`src/dac_defs.svh`:
```
// Encoding fields, opcodes, widths and step sizes of the compound-move executor
`ifndef DAC_DEFS_SVH
`define DAC_DEFS_SVH
`define DAC_ACC_W 36
`define DAC_ACC_MSB 35
`define DAC_WORD_W 16
`define DAC_GUARD_W 4
`define DAC_YREG_W 32
`define DAC_PAD_W 20
`define DAC_HI_MSB 31
`define DAC_HI_LSB 16
`define DAC_LO_MSB 15
`define DAC_B_D 10
`define DAC_B_S 9
`define DAC_F_HI 8
`define DAC_F_LO 5
`define DAC_B_X 4
`define DAC_B_SUB3 3
`define DAC_B_T 2
`define DAC_B_SUB1 1
`define DAC_B_SUB0 0
`define DAC_RM_HI 3
`define DAC_RM_LO 2
`define DAC_ZA_HI 1
`define DAC_ZA_LO 0
`define DAC_TOP_HI 15
`define DAC_TOP_LO 11
`define DAC_TOP_CAM 5'h05
`define DAC_TOP_CYX 5'h1D
`define DAC_TOP_ALU 5'h18
`define DAC_SUB_AA 4'h5
`define DAC_SUB_AP 5'h19
`define DAC_SUB_IMM 4'h1
`define DAC_F1_P_MPY 4'h0
`define DAC_F1_ADDP_MPY 4'h1
`define DAC_F1_MPY 4'h2
`define DAC_F1_SUBP_MPY 4'h3
`define DAC_F1_P 4'h4
`define DAC_F1_ADDP 4'h5
`define DAC_F1_NOP 4'h6
`define DAC_F1_SUBP 4'h7
`define DAC_F1_LDY 4'hC
`define DAC_OP_OR 4'h8
`define DAC_OP_XOR 4'h9
`define DAC_OP_TAND 4'hA
`define DAC_OP_TSUB 4'hB
`define DAC_OP_ADD 4'hD
`define DAC_OP_AND 4'hE
`define DAC_OP_SUB 4'hF
`define DAC_Z_ZP 2'h0
`define DAC_Z_PZ 2'h1
`define DAC_Z_M2 2'h2
`define DAC_Z_JK 2'h3
`define DAC_STEP_ONE 1
`define DAC_STEP_TWO 2
`endif

```
`src/dac_pkg.sv`:
```
// Types shared by the compound-move executor and its arithmetic unit
package dac_pkg;
	typedef enum logic [2:0] {S_IDLE, S_YWAIT, S_YLOAD, S_YSTORE, S_XWAIT, S_XLOAD} dac_fsm_t;
	typedef enum logic [2:0] {K_NONE, K_CAM, K_CYX, K_AA, K_AP, K_IMM} dac_kind_t;
	typedef enum logic [2:0] {OP_PASS, OP_OR, OP_XOR, OP_AND, OP_ADD, OP_SUB} dac_alu_op_t;
	typedef struct packed {
		logic negative_flag;
		logic zero_flag;
		logic overflow_flag;
		logic math_overflow_flag;
	} dac_flags_t;
endpackage : dac_pkg

```
`src/dac_alu_if.sv`:
```
// Operand and result bundle between the executor and the arithmetic unit
`timescale 1ns/1ns
`default_nettype none
interface dac_alu_if;
	import dac_pkg::*;
	dac_alu_op_t op;
	logic [35:0] opnd_a;
	logic [35:0] opnd_b;
	logic [35:0] result;
	dac_flags_t flags;
	modport client (output op, output opnd_a, output opnd_b, input result, input flags);
	modport unit (input op, input opnd_a, input opnd_b, output result, output flags);
endinterface : dac_alu_if
`default_nettype wire

```
`src/dac_alu.sv`:
```
// 36-bit arithmetic unit of the compound-move executor
`timescale 1ns/1ns
`default_nettype none
`include "dac_defs.svh"
module dac_alu (
	dac_alu_if.unit alu // Operands in, result and flags out
);
	import dac_pkg::*;

	logic [35:0] res;
	logic sa;
	logic sb;
	logic sr;

	// Result, then flags from the full 36-bit value
	always_comb
	begin
		case (alu.op)
			OP_OR: res = alu.opnd_a | alu.opnd_b;
			OP_XOR: res = alu.opnd_a ^ alu.opnd_b;
			OP_AND: res = alu.opnd_a & alu.opnd_b;
			OP_ADD: res = alu.opnd_a + alu.opnd_b;
			OP_SUB: res = alu.opnd_a - alu.opnd_b;
			default: res = alu.opnd_b;
		endcase
		sa = alu.opnd_a[`DAC_ACC_MSB];
		sb = alu.opnd_b[`DAC_ACC_MSB];
		sr = res[`DAC_ACC_MSB];
		alu.result = res;
		alu.flags.negative_flag = sr;
		alu.flags.zero_flag = (res == '0);
		// Guard bits unequal to bit 31 means the value no longer fits 32 bits
		alu.flags.math_overflow_flag = !((&res[`DAC_ACC_MSB:`DAC_HI_MSB]) || !(|res[`DAC_ACC_MSB:`DAC_HI_MSB]));
		case (alu.op)
			OP_ADD: alu.flags.overflow_flag = (sa == sb) && (sr != sa);
			OP_SUB: alu.flags.overflow_flag = (sa != sb) && (sr != sa);
			default: alu.flags.overflow_flag = 1'b0;
		endcase
	end
endmodule : dac_alu
`default_nettype wire

```
`src/dac_exec.sv`:
```
// Executor for compound-move multiply/ALU, accumulator and immediate ALU instructions
//
// Functional notes
// - D picks destination; transfer is the opposite
// - y sign-extended to 36 bits for operations
// - X picks transfer low half or full
// - Source equal to transfer uses old value
// - Z upper bits pick data pointer r0..r3
// - Save, load, update, store temp, update again
// - Z low bits pick both pointer updates
// - Code 11 adds j, then k
// - Multiply/ALU opcode selects product and y operations
// - Data move always swaps the full y
// - Table pointer word loads x, mapped memory
// - Table pointer advances by one or i
// - ALU-only opcode decode; other codes reserved
// - Flag-only AND/subtract leave accumulators alone
// - Destination and two sources chosen independently
// - Product sign-extended to 36 bits
// - ALU-only product add/subtract equal multiply/ALU forms
// - Immediate extended to 36, full-width result
// - Field zero selects a0, one a1
// - Only four flags updated from result
// - Single-cycle accumulator forms interruptible and cacheable
// - High immediate: bits 31-16, sign guards, zero low (ones low for AND)
`timescale 1ns/1ns
`default_nettype none
`include "dac_defs.svh"
module dac_exec #(
	parameter int ADDR_W = 16 // Pointer and memory address width
) (
	input wire logic clk, // Processor clock, 20 MHz
	input wire logic reset_n, // Asynchronous reset, active low
	input wire logic instr_valid, // Instruction word offered
	input wire logic [15:0] instr_word, // Instruction word
	input wire logic [15:0] immediate_word, // Second word of immediate forms
	input wire logic [ADDR_W-1:0] j_step, // j register
	input wire logic [ADDR_W-1:0] k_step, // k register
	input wire logic [ADDR_W-1:0] i_step, // i register
	input wire logic x_map_ext, // Memory map puts X word external
	input wire logic [15:0] y_mem_rdata, // Y-space read data, cycle after strobe
	input wire logic [15:0] x_mem_rdata, // X-space read data, cycle after strobe
	output logic instr_ready, // Idle, next instruction taken
	output logic instr_done, // Instruction retired pulse
	output logic reserved_op, // Last instruction was reserved
	output logic interruptible, // Last instruction interruptible
	output logic cacheable, // Last instruction cacheable
	output logic y_mem_rd, // Y-space read strobe
	output logic y_mem_wr, // Y-space write strobe
	output logic [ADDR_W-1:0] y_mem_addr, // Y-space address
	output logic [15:0] y_mem_wdata, // Y-space write data
	output logic x_mem_rd, // X-space read strobe
	output logic [ADDR_W-1:0] x_mem_addr, // X-space address
	output logic x_mem_ext, // X read goes to external memory
	output logic [35:0] acc0, // Accumulator a0
	output logic [35:0] acc1, // Accumulator a1
	output logic [15:0] x_value, // x register
	output logic [31:0] y_value, // y register
	output logic [31:0] p_value, // Product register
	output logic [3:0][ADDR_W-1:0] data_pointer_reg, // r0..r3
	output logic [ADDR_W-1:0] table_pointer, // Table pointer
	output var dac_pkg::dac_flags_t status_flags // Condition flags
);
	import dac_pkg::*;

	// Narrow pointers cannot address memory; wide ones exceed the data word
	if (ADDR_W < 4 || ADDR_W > 16)
	begin : g_chk
		$error("dac_exec: ADDR_W must be 4 to 16");
	end

	typedef struct packed {
		dac_fsm_t fsm;
		dac_kind_t kind;
		logic [35:0] a0;
		logic [35:0] a1;
		logic [15:0] x;
		logic [31:0] y;
		logic [31:0] p;
		logic [3:0][ADDR_W-1:0] r;
		logic [ADDR_W-1:0] pt;
		dac_flags_t flags;
		logic [1:0] rsel;
		logic [1:0] zact;
		logic xsel;
		logic t_a1;
		logic [15:0] temp;
		logic y_rd;
		logic y_wr;
		logic [ADDR_W-1:0] y_addr;
		logic [15:0] y_wdata;
		logic x_rd;
		logic [ADDR_W-1:0] x_addr;
		logic x_ext;
		logic busy;
		logic done;
		logic rsvd;
		logic intr;
		logic cach;
	} dac_regs_t;

	dac_regs_t st_reg;
	dac_regs_t st_next;
	dac_alu_if alu_bus ();

	logic accept;
	logic [3:0] fop;
	logic bit_d;
	logic bit_s;
	logic bit_x;
	dac_kind_t dec_kind;
	logic [35:0] src_acc;
	logic [35:0] y_ext;
	logic [35:0] p_ext;
	logic [35:0] imm_ext;
	logic [31:0] prod;
	logic wr_acc;
	logic wr_flags;
	logic wr_p;
	logic is_rsvd;
	logic [ADDR_W-1:0] cur_ptr;

	dac_alu u_alu (
		.alu(alu_bus)
	);

	// Pointer post-modify; first and second actions share one code
	function automatic logic [ADDR_W-1:0] ptr_step(input logic [ADDR_W-1:0] ptr, input logic [1:0] code,
		input logic second, input logic [ADDR_W-1:0] jv, input logic [ADDR_W-1:0] kv);
		logic [ADDR_W-1:0] one;
		logic [ADDR_W-1:0] two;
		one = ADDR_W'(`DAC_STEP_ONE);
		two = ADDR_W'(`DAC_STEP_TWO);
		case (code)
			`DAC_Z_ZP: ptr_step = second ? ptr + one : ptr;
			`DAC_Z_PZ: ptr_step = second ? ptr : ptr + one;
			`DAC_Z_M2: ptr_step = second ? ptr + two : ptr - one;
			default: ptr_step = second ? ptr + kv : ptr + jv;
		endcase
	endfunction : ptr_step

	assign accept = instr_valid && !st_reg.busy;
	assign fop = instr_word[`DAC_F_HI:`DAC_F_LO];
	assign bit_d = instr_word[`DAC_B_D];
	assign bit_s = instr_word[`DAC_B_S];
	assign bit_x = instr_word[`DAC_B_X];
	assign src_acc = bit_s ? st_reg.a1 : st_reg.a0;
	assign y_ext = {{`DAC_GUARD_W{st_reg.y[`DAC_HI_MSB]}}, st_reg.y};
	assign p_ext = {{`DAC_GUARD_W{st_reg.p[`DAC_HI_MSB]}}, st_reg.p};
	assign prod = 32'($signed(st_reg.x) * $signed(st_reg.y[`DAC_HI_MSB:`DAC_HI_LSB]));
	assign cur_ptr = st_reg.r[st_reg.rsel];

	// Instruction class from the top five bits and the low sub-field
	always_comb
	begin
		dec_kind = K_NONE;
		case (instr_word[`DAC_TOP_HI:`DAC_TOP_LO])
			`DAC_TOP_CAM: dec_kind = K_CAM;
			`DAC_TOP_CYX: dec_kind = K_CYX;
			`DAC_TOP_ALU:
			begin
				if (instr_word[`DAC_B_X:`DAC_B_SUB0] == `DAC_SUB_AP)
					dec_kind = K_AP;
				else if ({instr_word[`DAC_B_X:`DAC_B_SUB3], instr_word[`DAC_B_SUB1:`DAC_B_SUB0]} == `DAC_SUB_AA)
					dec_kind = K_AA;
				else if (instr_word[`DAC_B_SUB3:`DAC_B_SUB0] == `DAC_SUB_IMM)
					dec_kind = K_IMM;
			end
			default: dec_kind = K_NONE;
		endcase
	end

	// Immediate padding: AND pads with ones so two halves chain to 32 bits
	always_comb
	begin
		if (bit_x)
			imm_ext = {{`DAC_GUARD_W{immediate_word[`DAC_LO_MSB]}}, immediate_word,
				(fop == `DAC_OP_AND || fop == `DAC_OP_TAND) ? {`DAC_WORD_W{1'b1}} : {`DAC_WORD_W{1'b0}}};
		else
			imm_ext = {(fop == `DAC_OP_AND || fop == `DAC_OP_TAND) ? {`DAC_PAD_W{1'b1}} : {`DAC_PAD_W{1'b0}},
				immediate_word};
	end

	// Operation select; all operands read pre-instruction register values
	always_comb
	begin
		alu_bus.op = OP_PASS;
		alu_bus.opnd_a = src_acc;
		alu_bus.opnd_b = y_ext;
		wr_acc = 1'b0;
		wr_flags = 1'b0;
		wr_p = 1'b0;
		is_rsvd = 1'b0;
		if (dec_kind == K_CAM || dec_kind == K_CYX)
		begin
			wr_acc = 1'b1;
			wr_flags = 1'b1;
			case (fop)
				`DAC_F1_P_MPY, `DAC_F1_P: alu_bus.opnd_b = p_ext;
				`DAC_F1_ADDP_MPY, `DAC_F1_ADDP:
				begin
					alu_bus.op = OP_ADD;
					alu_bus.opnd_b = p_ext;
				end
				`DAC_F1_SUBP_MPY, `DAC_F1_SUBP:
				begin
					alu_bus.op = OP_SUB;
					alu_bus.opnd_b = p_ext;
				end
				`DAC_F1_MPY, `DAC_F1_NOP:
				begin
					wr_acc = 1'b0;
					wr_flags = 1'b0;
				end
				`DAC_F1_LDY: alu_bus.op = OP_PASS;
				`DAC_OP_OR: alu_bus.op = OP_OR;
				`DAC_OP_XOR: alu_bus.op = OP_XOR;
				`DAC_OP_TAND, `DAC_OP_AND: alu_bus.op = OP_AND;
				default: alu_bus.op = (fop == `DAC_OP_ADD) ? OP_ADD : OP_SUB;
			endcase
			if (fop == `DAC_OP_TAND || fop == `DAC_OP_TSUB)
				wr_acc = 1'b0;
			wr_p = (fop <= `DAC_F1_SUBP_MPY);
		end
		else if (dec_kind == K_AA || dec_kind == K_AP || dec_kind == K_IMM)
		begin
			case (dec_kind)
				K_AA: alu_bus.opnd_b = instr_word[`DAC_B_T] ? st_reg.a1 : st_reg.a0;
				K_AP: alu_bus.opnd_b = p_ext;
				default: alu_bus.opnd_b = imm_ext;
			endcase
			wr_acc = 1'b1;
			wr_flags = 1'b1;
			case (fop)
				`DAC_OP_OR: alu_bus.op = OP_OR;
				`DAC_OP_XOR: alu_bus.op = OP_XOR;
				`DAC_OP_TAND, `DAC_OP_AND: alu_bus.op = OP_AND;
				`DAC_OP_TSUB, `DAC_OP_SUB: alu_bus.op = OP_SUB;
				`DAC_OP_ADD: alu_bus.op = OP_ADD;
				default:
				begin
					is_rsvd = 1'b1;
					wr_acc = 1'b0;
					wr_flags = 1'b0;
				end
			endcase
			if (fop == `DAC_OP_TAND || fop == `DAC_OP_TSUB)
				wr_acc = 1'b0;
		end
	end

	// Sequencer: ALU commit at accept, then the memory half of the move
	always_comb
	begin
		st_next = st_reg;
		st_next.y_rd = 1'b0;
		st_next.y_wr = 1'b0;
		st_next.x_rd = 1'b0;
		st_next.done = 1'b0;
		case (st_reg.fsm)
			S_IDLE:
			begin
				if (accept)
				begin
					st_next.kind = dec_kind;
					st_next.rsvd = is_rsvd;
					st_next.intr = (dec_kind == K_AA || dec_kind == K_AP || dec_kind == K_IMM);
					st_next.cach = (dec_kind == K_AA || dec_kind == K_AP);
					if (wr_acc && bit_d)
						st_next.a1 = alu_bus.result;
					else if (wr_acc)
						st_next.a0 = alu_bus.result;
					if (wr_flags)
						st_next.flags = alu_bus.flags;
					if (wr_p)
						st_next.p = prod;
					if (dec_kind == K_CAM || dec_kind == K_CYX)
					begin
						st_next.rsel = instr_word[`DAC_RM_HI:`DAC_RM_LO];
						st_next.zact = instr_word[`DAC_ZA_HI:`DAC_ZA_LO];
						st_next.xsel = bit_x;
						st_next.t_a1 = !bit_d;
						// Temp is taken from the old value, before the load lands
						if (dec_kind == K_CYX)
							st_next.temp = st_reg.y[`DAC_HI_MSB:`DAC_HI_LSB];
						else if (bit_x)
							st_next.temp = bit_d ? st_reg.a0[`DAC_HI_MSB:`DAC_HI_LSB] : st_reg.a1[`DAC_HI_MSB:`DAC_HI_LSB];
						else
							st_next.temp = bit_d ? st_reg.a0[`DAC_LO_MSB:0] : st_reg.a1[`DAC_LO_MSB:0];
						st_next.y_rd = 1'b1;
						st_next.y_addr = st_reg.r[instr_word[`DAC_RM_HI:`DAC_RM_LO]];
						st_next.busy = 1'b1;
						st_next.fsm = S_YWAIT;
					end
					else
						st_next.done = 1'b1;
				end
			end
			S_YWAIT: st_next.fsm = S_YLOAD;
			S_YLOAD:
			begin
				if (st_reg.kind == K_CYX)
					st_next.y = {y_mem_rdata, {`DAC_WORD_W{1'b0}}};
				else if (st_reg.xsel && st_reg.t_a1)
					st_next.a1 = {{`DAC_GUARD_W{y_mem_rdata[`DAC_LO_MSB]}}, y_mem_rdata, {`DAC_WORD_W{1'b0}}};
				else if (st_reg.xsel)
					st_next.a0 = {{`DAC_GUARD_W{y_mem_rdata[`DAC_LO_MSB]}}, y_mem_rdata, {`DAC_WORD_W{1'b0}}};
				else if (st_reg.t_a1)
					st_next.a1[`DAC_LO_MSB:0] = y_mem_rdata;
				else
					st_next.a0[`DAC_LO_MSB:0] = y_mem_rdata;
				st_next.r[st_reg.rsel] = ptr_step(cur_ptr, st_reg.zact, 1'b0, j_step, k_step);
				st_next.y_wr = 1'b1;
				st_next.y_addr = ptr_step(cur_ptr, st_reg.zact, 1'b0, j_step, k_step);
				st_next.y_wdata = st_reg.temp;
				st_next.fsm = S_YSTORE;
			end
			S_YSTORE:
			begin
				st_next.r[st_reg.rsel] = ptr_step(cur_ptr, st_reg.zact, 1'b1, j_step, k_step);
				if (st_reg.kind == K_CYX)
				begin
					st_next.x_rd = 1'b1;
					st_next.x_addr = st_reg.pt;
					st_next.x_ext = x_map_ext;
					st_next.fsm = S_XWAIT;
				end
				else
				begin
					st_next.done = 1'b1;
					st_next.busy = 1'b0;
					st_next.fsm = S_IDLE;
				end
			end
			S_XWAIT: st_next.fsm = S_XLOAD;
			S_XLOAD:
			begin
				st_next.x = x_mem_rdata;
				st_next.pt = st_reg.pt + (st_reg.xsel ? i_step : ADDR_W'(`DAC_STEP_ONE));
				st_next.done = 1'b1;
				st_next.busy = 1'b0;
				st_next.fsm = S_IDLE;
			end
			default:
			begin
				st_next.busy = 1'b0;
				st_next.fsm = S_IDLE;
			end
		endcase
	end

	// State register
	always_ff @(posedge clk or negedge reset_n)
	begin
		if (!reset_n)
			st_reg <= '0;
		else
			st_reg <= st_next;
	end

	// Outputs straight from the state register
	assign instr_ready = !st_reg.busy;
	assign instr_done = st_reg.done;
	assign reserved_op = st_reg.rsvd;
	assign interruptible = st_reg.intr;
	assign cacheable = st_reg.cach;
	assign y_mem_rd = st_reg.y_rd;
	assign y_mem_wr = st_reg.y_wr;
	assign y_mem_addr = st_reg.y_addr;
	assign y_mem_wdata = st_reg.y_wdata;
	assign x_mem_rd = st_reg.x_rd;
	assign x_mem_addr = st_reg.x_addr;
	assign x_mem_ext = st_reg.x_ext;
	assign acc0 = st_reg.a0;
	assign acc1 = st_reg.a1;
	assign x_value = st_reg.x;
	assign y_value = st_reg.y;
	assign p_value = st_reg.p;
	assign data_pointer_reg = st_reg.r;
	assign table_pointer = st_reg.pt;
	assign status_flags = st_reg.flags;
endmodule : dac_exec
`default_nettype wire

```
`config.mk`:
```
export PLATFORM = sky130hd
export DESIGN_NAME = dac_exec
export DESIGN_NICKNAME = d
export VERILOG_FILES = /design/src/dac_pkg.sv /design/src/dac_alu_if.sv /design/src/dac_alu.sv /design/src/dac_exec.sv
export VERILOG_INCLUDE_DIRS = /design/src /design/src/src
export SDC_FILE = /design/constraint.sdc
export NUM_CORES = 2
export LEC_CHECK = 0
export ABC_AREA = 1
export BUFFER_PORTS_ARGS = -buffer_cell sky130_fd_sc_hd__buf_2
export CAP_MARGIN = 20
export CORE_UTILIZATION = 61
export DETAILED_ROUTE_END_ITERATION = 6
export PLACE_DENSITY_LB_ADDON = 0.2
export SYNTH_ARGS = -nofsm -noshare
export SYNTH_HDL_FRONTEND = slang
export SYNTH_SLANG_ARGS = --single-unit
```
`constraint.sdc`:
```
create_clock -name clk -period 17.1 [get_ports clk]
set_input_delay 3.42 -clock clk [delete_from_list [all_inputs] [get_ports clk]]
set_output_delay 3.42 -clock clk [all_outputs]
set_load 0.02 [all_outputs]
```
======== Word-level counts from Yosys, hierarchy flattened ========
Index checks and enable logic that the tools add are counted.
cells by class
  reduce and logical (&&, ||, !) cells .... 46
  multipliers ............................. 1
  add/sub/neg operators ................... 8
  mux-type cells .......................... 82
  order comparisons ....................... 4
  bitwise operators ....................... 4
  equal/unequal tests ..................... 55
operators by type and width
  operator                                 count
  2-to-1 mux 36 bit                        10
  2-to-1 mux 16 bit                        18
  case mux 36 bit (5 select lines)         1
  case mux 72 bit (2 select lines)         1
  bitwise mux 64 bit                       2
  case mux 64 bit (2 select lines)         1
  case mux 16 bit (3 select lines)         2
  2-to-1 mux 78 bit                        1
  2-to-1 mux 72 bit                        1
  case mux 36 bit (2 select lines)         1
  binary-select mux 16 bit (select 2 bit)  2
  2-to-1 mux 20 bit                        3
  adder 16 bit                             3
  adder 36 bit                             1
  bitwise AND 36 bit                       1
  logical NOT 36 bit                       1
  2-to-1 mux 18 bit                        2
  OR 36 bit                                1
  subtractor 36 bit                        1
  bitwise XOR 36 bit                       1
  demux 16 bit (select 2 bit)              1
  == test 4 bit (second input constant)    8
  multiplier 16 x 16 -> 32 bit             1
  case mux 16 bit (2 select lines)         1
  other kinds (48)                         135
word-level totals
  word-level logic and storage cells ...... 235
  output and inout bits ................... 293
  register bits ........................... 305
  input bits .............................. 116

======== Depth between registers and ports, before layout ========
  word-level depth ........................ 16
  gate-level depth with buffers ........... 44
  gate-level depth less buffers ........... 42

======== Modules after synthesis ========
Synthesis repeated with hierarchy kept, for this count alone.
unflattened totals
  cell total of the unflattened synthesis .. 5958
  area, all modules ....................... 39648.0 um^2
by module, submodules not included
  module    cells each  instances  area an instance (um^2)  sequential area each (um^2)
  dac_exec  4676        1          33031.7                  7632.3
  dac_alu   1282        1          6616.3                   0.0

======== Worst setup path after synthesis ========
Ideal clock, no wire load.
  path kind ............................... input-to-reg
  start point ............................. input instr_word[2]
  end point ............................... register st_reg (netlist bit status_flags[2])
  arrival ................................. 7.687 ns
  slack ................................... 9.348 ns
  stages .................................. 39
  setup time .............................. 0.065 ns
  path buffers ............................ 3
  data required time ...................... 17.035 ns
  cells stage by stage .................... buf_6 inv_6 nand3_2 nor2_2 nand4_4 buf_6 buf_6 nand4_1 nand3_2 inv_1 o22ai_1 inv_1 ha_1 nand2_1 nor2_1 nand3_1 nor2_2 nand2_1 (+3 left out) nand2_1 nor2_1 inv_1 nor3_1 nand3_1 nand3_1 inv_1 o21ai_0 nand2_1 nand2_1 a21oi_1 o21ai_0 o2111ai_1 a21oi_1 nand2_1 nor2_1 nand3_1 nand2_1
between the ends
  word-level cells in the longest chain between the ends .. 13
  elaborated cells on any way between the ends .. 35
  classes of those cells .................. add/sub: 2; eq/ne: 12; mux: 13; bitwise: 3; reduce/logical: 5
ends and longest elaborated chain
  item                                                        line             RTL
  start, declared                                             dac_exec.sv:35   input wire logic [15:0] instr_word,
  branches (longest 13 deep; another with subtractor 36 bit)  -
  end signal, assigned                                        dac_exec.sv:358  st_reg <= st_next;
  end, declared                                               dac_exec.sv:102  dac_regs_t st_reg;
Several ways; the timed one is not identified.
A chain may end at the register's enable or synchronous reset.

======== Worst setup path in the final report ========
  start point ............................. input instr_word[3]
  end point ............................... register st_reg (netlist bit status_flags[2])
between the ends
  word-level cells in the longest chain between the ends .. 13
  elaborated cells on any way between the ends .. 35
  classes of those cells .................. add/sub: 2; eq/ne: 13; mux: 12; bitwise: 3; reduce/logical: 5
ends and longest elaborated chain
  item                                                       line             RTL
  == test 4 x 1 -> 1 bit (no source line)                    -
  2-to-1 mux 3 bit                                           dac_exec.sv:166  else if (instr_word[`DAC_B_SUB3:`DAC_B_SUB0] == `DAC_SUB_IMM)
  2-to-1 mux 3 bit                                           dac_exec.sv:164  else if ({instr_word[`DAC_B_X:`DAC_B_SUB3], instr_word[`DAC_B_SUB1:`DAC_B_SUB0]} == `DAC_SUB_AA)
  2-to-1 mux 3 bit (*)                                       dac_exec.sv:162  if (instr_word[`DAC_B_X:`DAC_B_SUB0] == `DAC_SUB_AP)
  case mux 3 bit (3 select lines) (*)                        dac_exec.sv:157  case (instr_word[`DAC_TOP_HI:`DAC_TOP_LO])
  branches (longest 8 deep; another with subtractor 36 bit)  -
Mark *: on every way between the ends.

==> run metrics <==
total track usage=approximately 45%; CTS H-tree lvls=2; post-synthesis cell area=roughly 38,000 um2; Worst Hold Depth=2; Worst EP required=around 18 ns; Vias=37,100; Post-CTS Hold Buffers=0; worst rel slew slack=14.7%; register area share after synthesis=between 20% and 30%; most used cell, CP=nand2_1; total gr overflow=0; P per Cell Area=between 40 and 50 nW/um2; Leak Pwr=21.8 nW; most common cell after layout, fill and taps aside=nand2_1; crit path launch type=primary input; Max-Cap Viols=0; yosys warns=0; largest net degree at the start of global routing=110; number of global-route vias before repair=34,400; Cell variety after synth=64; DR DRC count=0; clk slew on worst S/H paths=0.06 ns; TritonCTS Buffers=36; critical path depth=32; post-CTS setup buffer count=0; final setup vio count=0; clock power share=43.0%; final worst-path cycle share=56.9%; Die X=251 um; Reg area=7630 um2; crit-path max cell delay=0.67 ns; fin area=just under 40,000 um2; Skew-Pair Late Insertion Delay=0.59 ns; slowest CP cell=nor2_1; global-route wire length before repair=212,000 um; min-delay src=x_mem_addr[3]$_DFFE_PN0P_; clk sinks=305; Hold EP=x_mem_addr[3]$_DFFE_PN0P_; Comb pwr share=18.0%; status=finished clean; Fillers=5,557; GPL Wtd Cong=roughly 1.1; most frequent cells in the layout=nand2_1, inv_1, o21ai_0; RSZ-0062 raised after global routing=false; Fmax=103 MHz; fraction of layout cells with a size suffix above 1=about an eighth; die height=251 um; clock tree buffer depth=3; fin crit period=9.72 ns; Via density=5.99; actual slew at the worst max-slew pin=1.27 ns; critical path's top delay family=simple AND/OR/NAND/NOR gates; nets=6,006; maximum net fanout on the critical path=60; sum of buffers and inverters on the critical path=6; VDD IR-drop max=70.0 uV; multi-input combinational cell area=23,800 um2; setup TNS=0 ns; EDFF count, synth=0; Syn Inst Count=~5,400; switching pwr=0.000584 W; Setup crit end kind=flip-flop; core region area=approximately 60,000 um2; Switching Share=31.3%; Reg2Reg Launch Point=y_value[20]$_DFFE_PN0P_; final hold viol count=0; antenna viol nets, final=0; number of I/O port buffers=392; Reg power frac=38.9%; HP Class=reg -> reg; I/O pins=409; reg2reg path depth=26; die area=about 63,000 um2; hpwl dp=112,000 um; Area after DPL=38,100 um2; top_reg_cell synth=dfrtp_1; area delta synth->final=4.10%; wire per inst=23.0 um; flop2flop setup slack=10.18 ns; initial antenna violation count=10; Iteration-0 DRC Markers=4,652; Clk Tree Root Cell=clkbuf_16; Rows=90; asr flop ratio synth=between 90% and 100%; Internal=about 0.0013 W; Reg2Reg Capture Point=p_value[31]$_DFFE_PN0P_; Detailed Route WL=roughly 140,000 um; first-pass detailed-route iteration total=7; Avg Inst Size Synth=7.02 um2; #FFs+latches synth=roughly 300; starting utilization of the core area=62.3%; max reg flops=64; WS Path Type=in -> reg; worst clock skew=0.0324 ns; max-slew violations=0; TritonCTS clock tree=built; post-CTS sizing=0; Arr. time, crit path=10.23 ns
-- cells in the mapped netlist, types with 17 or more instances --
| master | number | area share, % |
|---|---|---|
| nand2_1 | 1280 | 13 |
| inv_1 | 872 | 8.6 |
| o21ai_0 | 454 | 6.0 |
| nor2_1 | 335 | 3.3 |
| dfrtp_1 | 305 | 20 |
| buf_4 | 287 | 5.7 |
| fa_1 | 266 | 14 |
| a21oi_1 | 251 | 3.3 |
| ha_1 | 243 | 8.0 |
| nand3_1 | 210 | 2.8 |
| clkbuf_1 | 161 | 1.6 |
| xor2_1 | 74 | 1.7 |
| a31oi_1 | 50 | 0.83 |
| nand4_1 | 47 | 0.78 |
| o211ai_1 | 45 | 0.89 |
| o21ai_1 | 45 | 0.59 |
| nor3_1 | 42 | 0.56 |
| o22ai_1 | 34 | 0.56 |
| or2_2 | 33 | 0.55 |
| a22oi_1 | 32 | 0.63 |
| buf_2 | 31 | 0.41 |
| xnor2_1 | 29 | 0.67 |
| inv_2 | 26 | 0.26 |
| buf_1 | 17 | 0.17 |
-- kinds of logic after synthesis --
family / synth area share (%)
AO/OA/AOI/OAI: 15.7
XOR/XNOR: 2.38
adder cells (fa/ha/maj): 22.1
buffers and inverters: 17.2
flip-flops: 20.2
other: 0.00990
AND/OR/NAND/NOR: 22.4
-- worst register-to-register path, delay by kind of cell, from the launching register on --
| family | cells | cell delay, ns |
|---|---|---|
| compound gates | 9 | 2.01 |
| fa+ha+maj | 7 | 2.96 |
| buf+inv | 4 | 0.23 |
| flops | 1 | 1.09 |
| simple gates | 6 | 0.54 |
-- layout make-up --
cell class | count | share of cell area (%)
Antenna cell | 4 | 0.0254
Clock inverter | 19 | 0.565
Inverter | 909 | 8.67
Timing Repair Buffer | 443 | 6.03
Clock buffer | 45 | 2.50
Multi-Input combinational cell | 3686 | 60.4
Tap cell | 782 | 2.48
Sequential cell | 305 | 19.4
-- worst max path at each step --
stage	from	end	slack, ns
after floorplan	instr_word[2]	status_flags[2]$_DFFE_PN0P_	9.35
after global placement	instr_word[3]	acc0[28]$_DFFE_PN0P_	7.12
after detailed placement	instr_word[3]	acc0[28]$_DFFE_PN0P_	7.02
after CTS	instr_word[3]	acc0[28]$_DFFE_PN0P_	7.57
after global routing	instr_word[3]	status_flags[2]$_DFFE_PN0P_	6.98
final	instr_word[3]	status_flags[2]$_DFFE_PN0P_	7.38
-- per-stage QoR --
stage | hold WS, ns | worst slack, ns | std cells | utilization (%) | total power [W]
floorplan | 0.443 | 9.35 | 5407 | - | 0.000946
global placement | 0.450 | 7.12 | 6119 | 62.7 | 0.00106
detailed placement | 0.455 | 7.02 | 6119 | 62.7 | 0.00106
CTS | 0.471 | 7.57 | 6183 | 64.7 | 0.00185
global route | 0.488 | 6.98 | 6190 | 64.8 | 0.00193
finish | 0.467 | 7.38 | 6193 | 64.8 | 0.00187
-- metal layers --
metal / wire [um] / global-route usage, % / vias to the layer above
li1: - / - / 16800
met1: 54100 / 59.5 / 17400
met2: 59200 / 65.1 / 2414
met3: 19900 / 14.1 / 454
met4: 8990 / 23.9 / 10
met5: 159 / 1.24 / -
-- power by group through the flow --
stage / Combinational (W) / Sequential [W] / Clock [W]
2_1_floorplan: 0.000208 / 0.000738 / 0
3_3_place_gp: 0.000319 / 0.000739 / 0
3_5_place_dp: 0.000321 / 0.000739 / 0
4_1_cts: 0.000323 / 0.000726 / 0.000804
5_1_grt: 0.000365 / 0.000726 / 0.000834
6_report: 0.000337 / 0.000727 / 0.000803
Power figures use the tool's default switching activity.
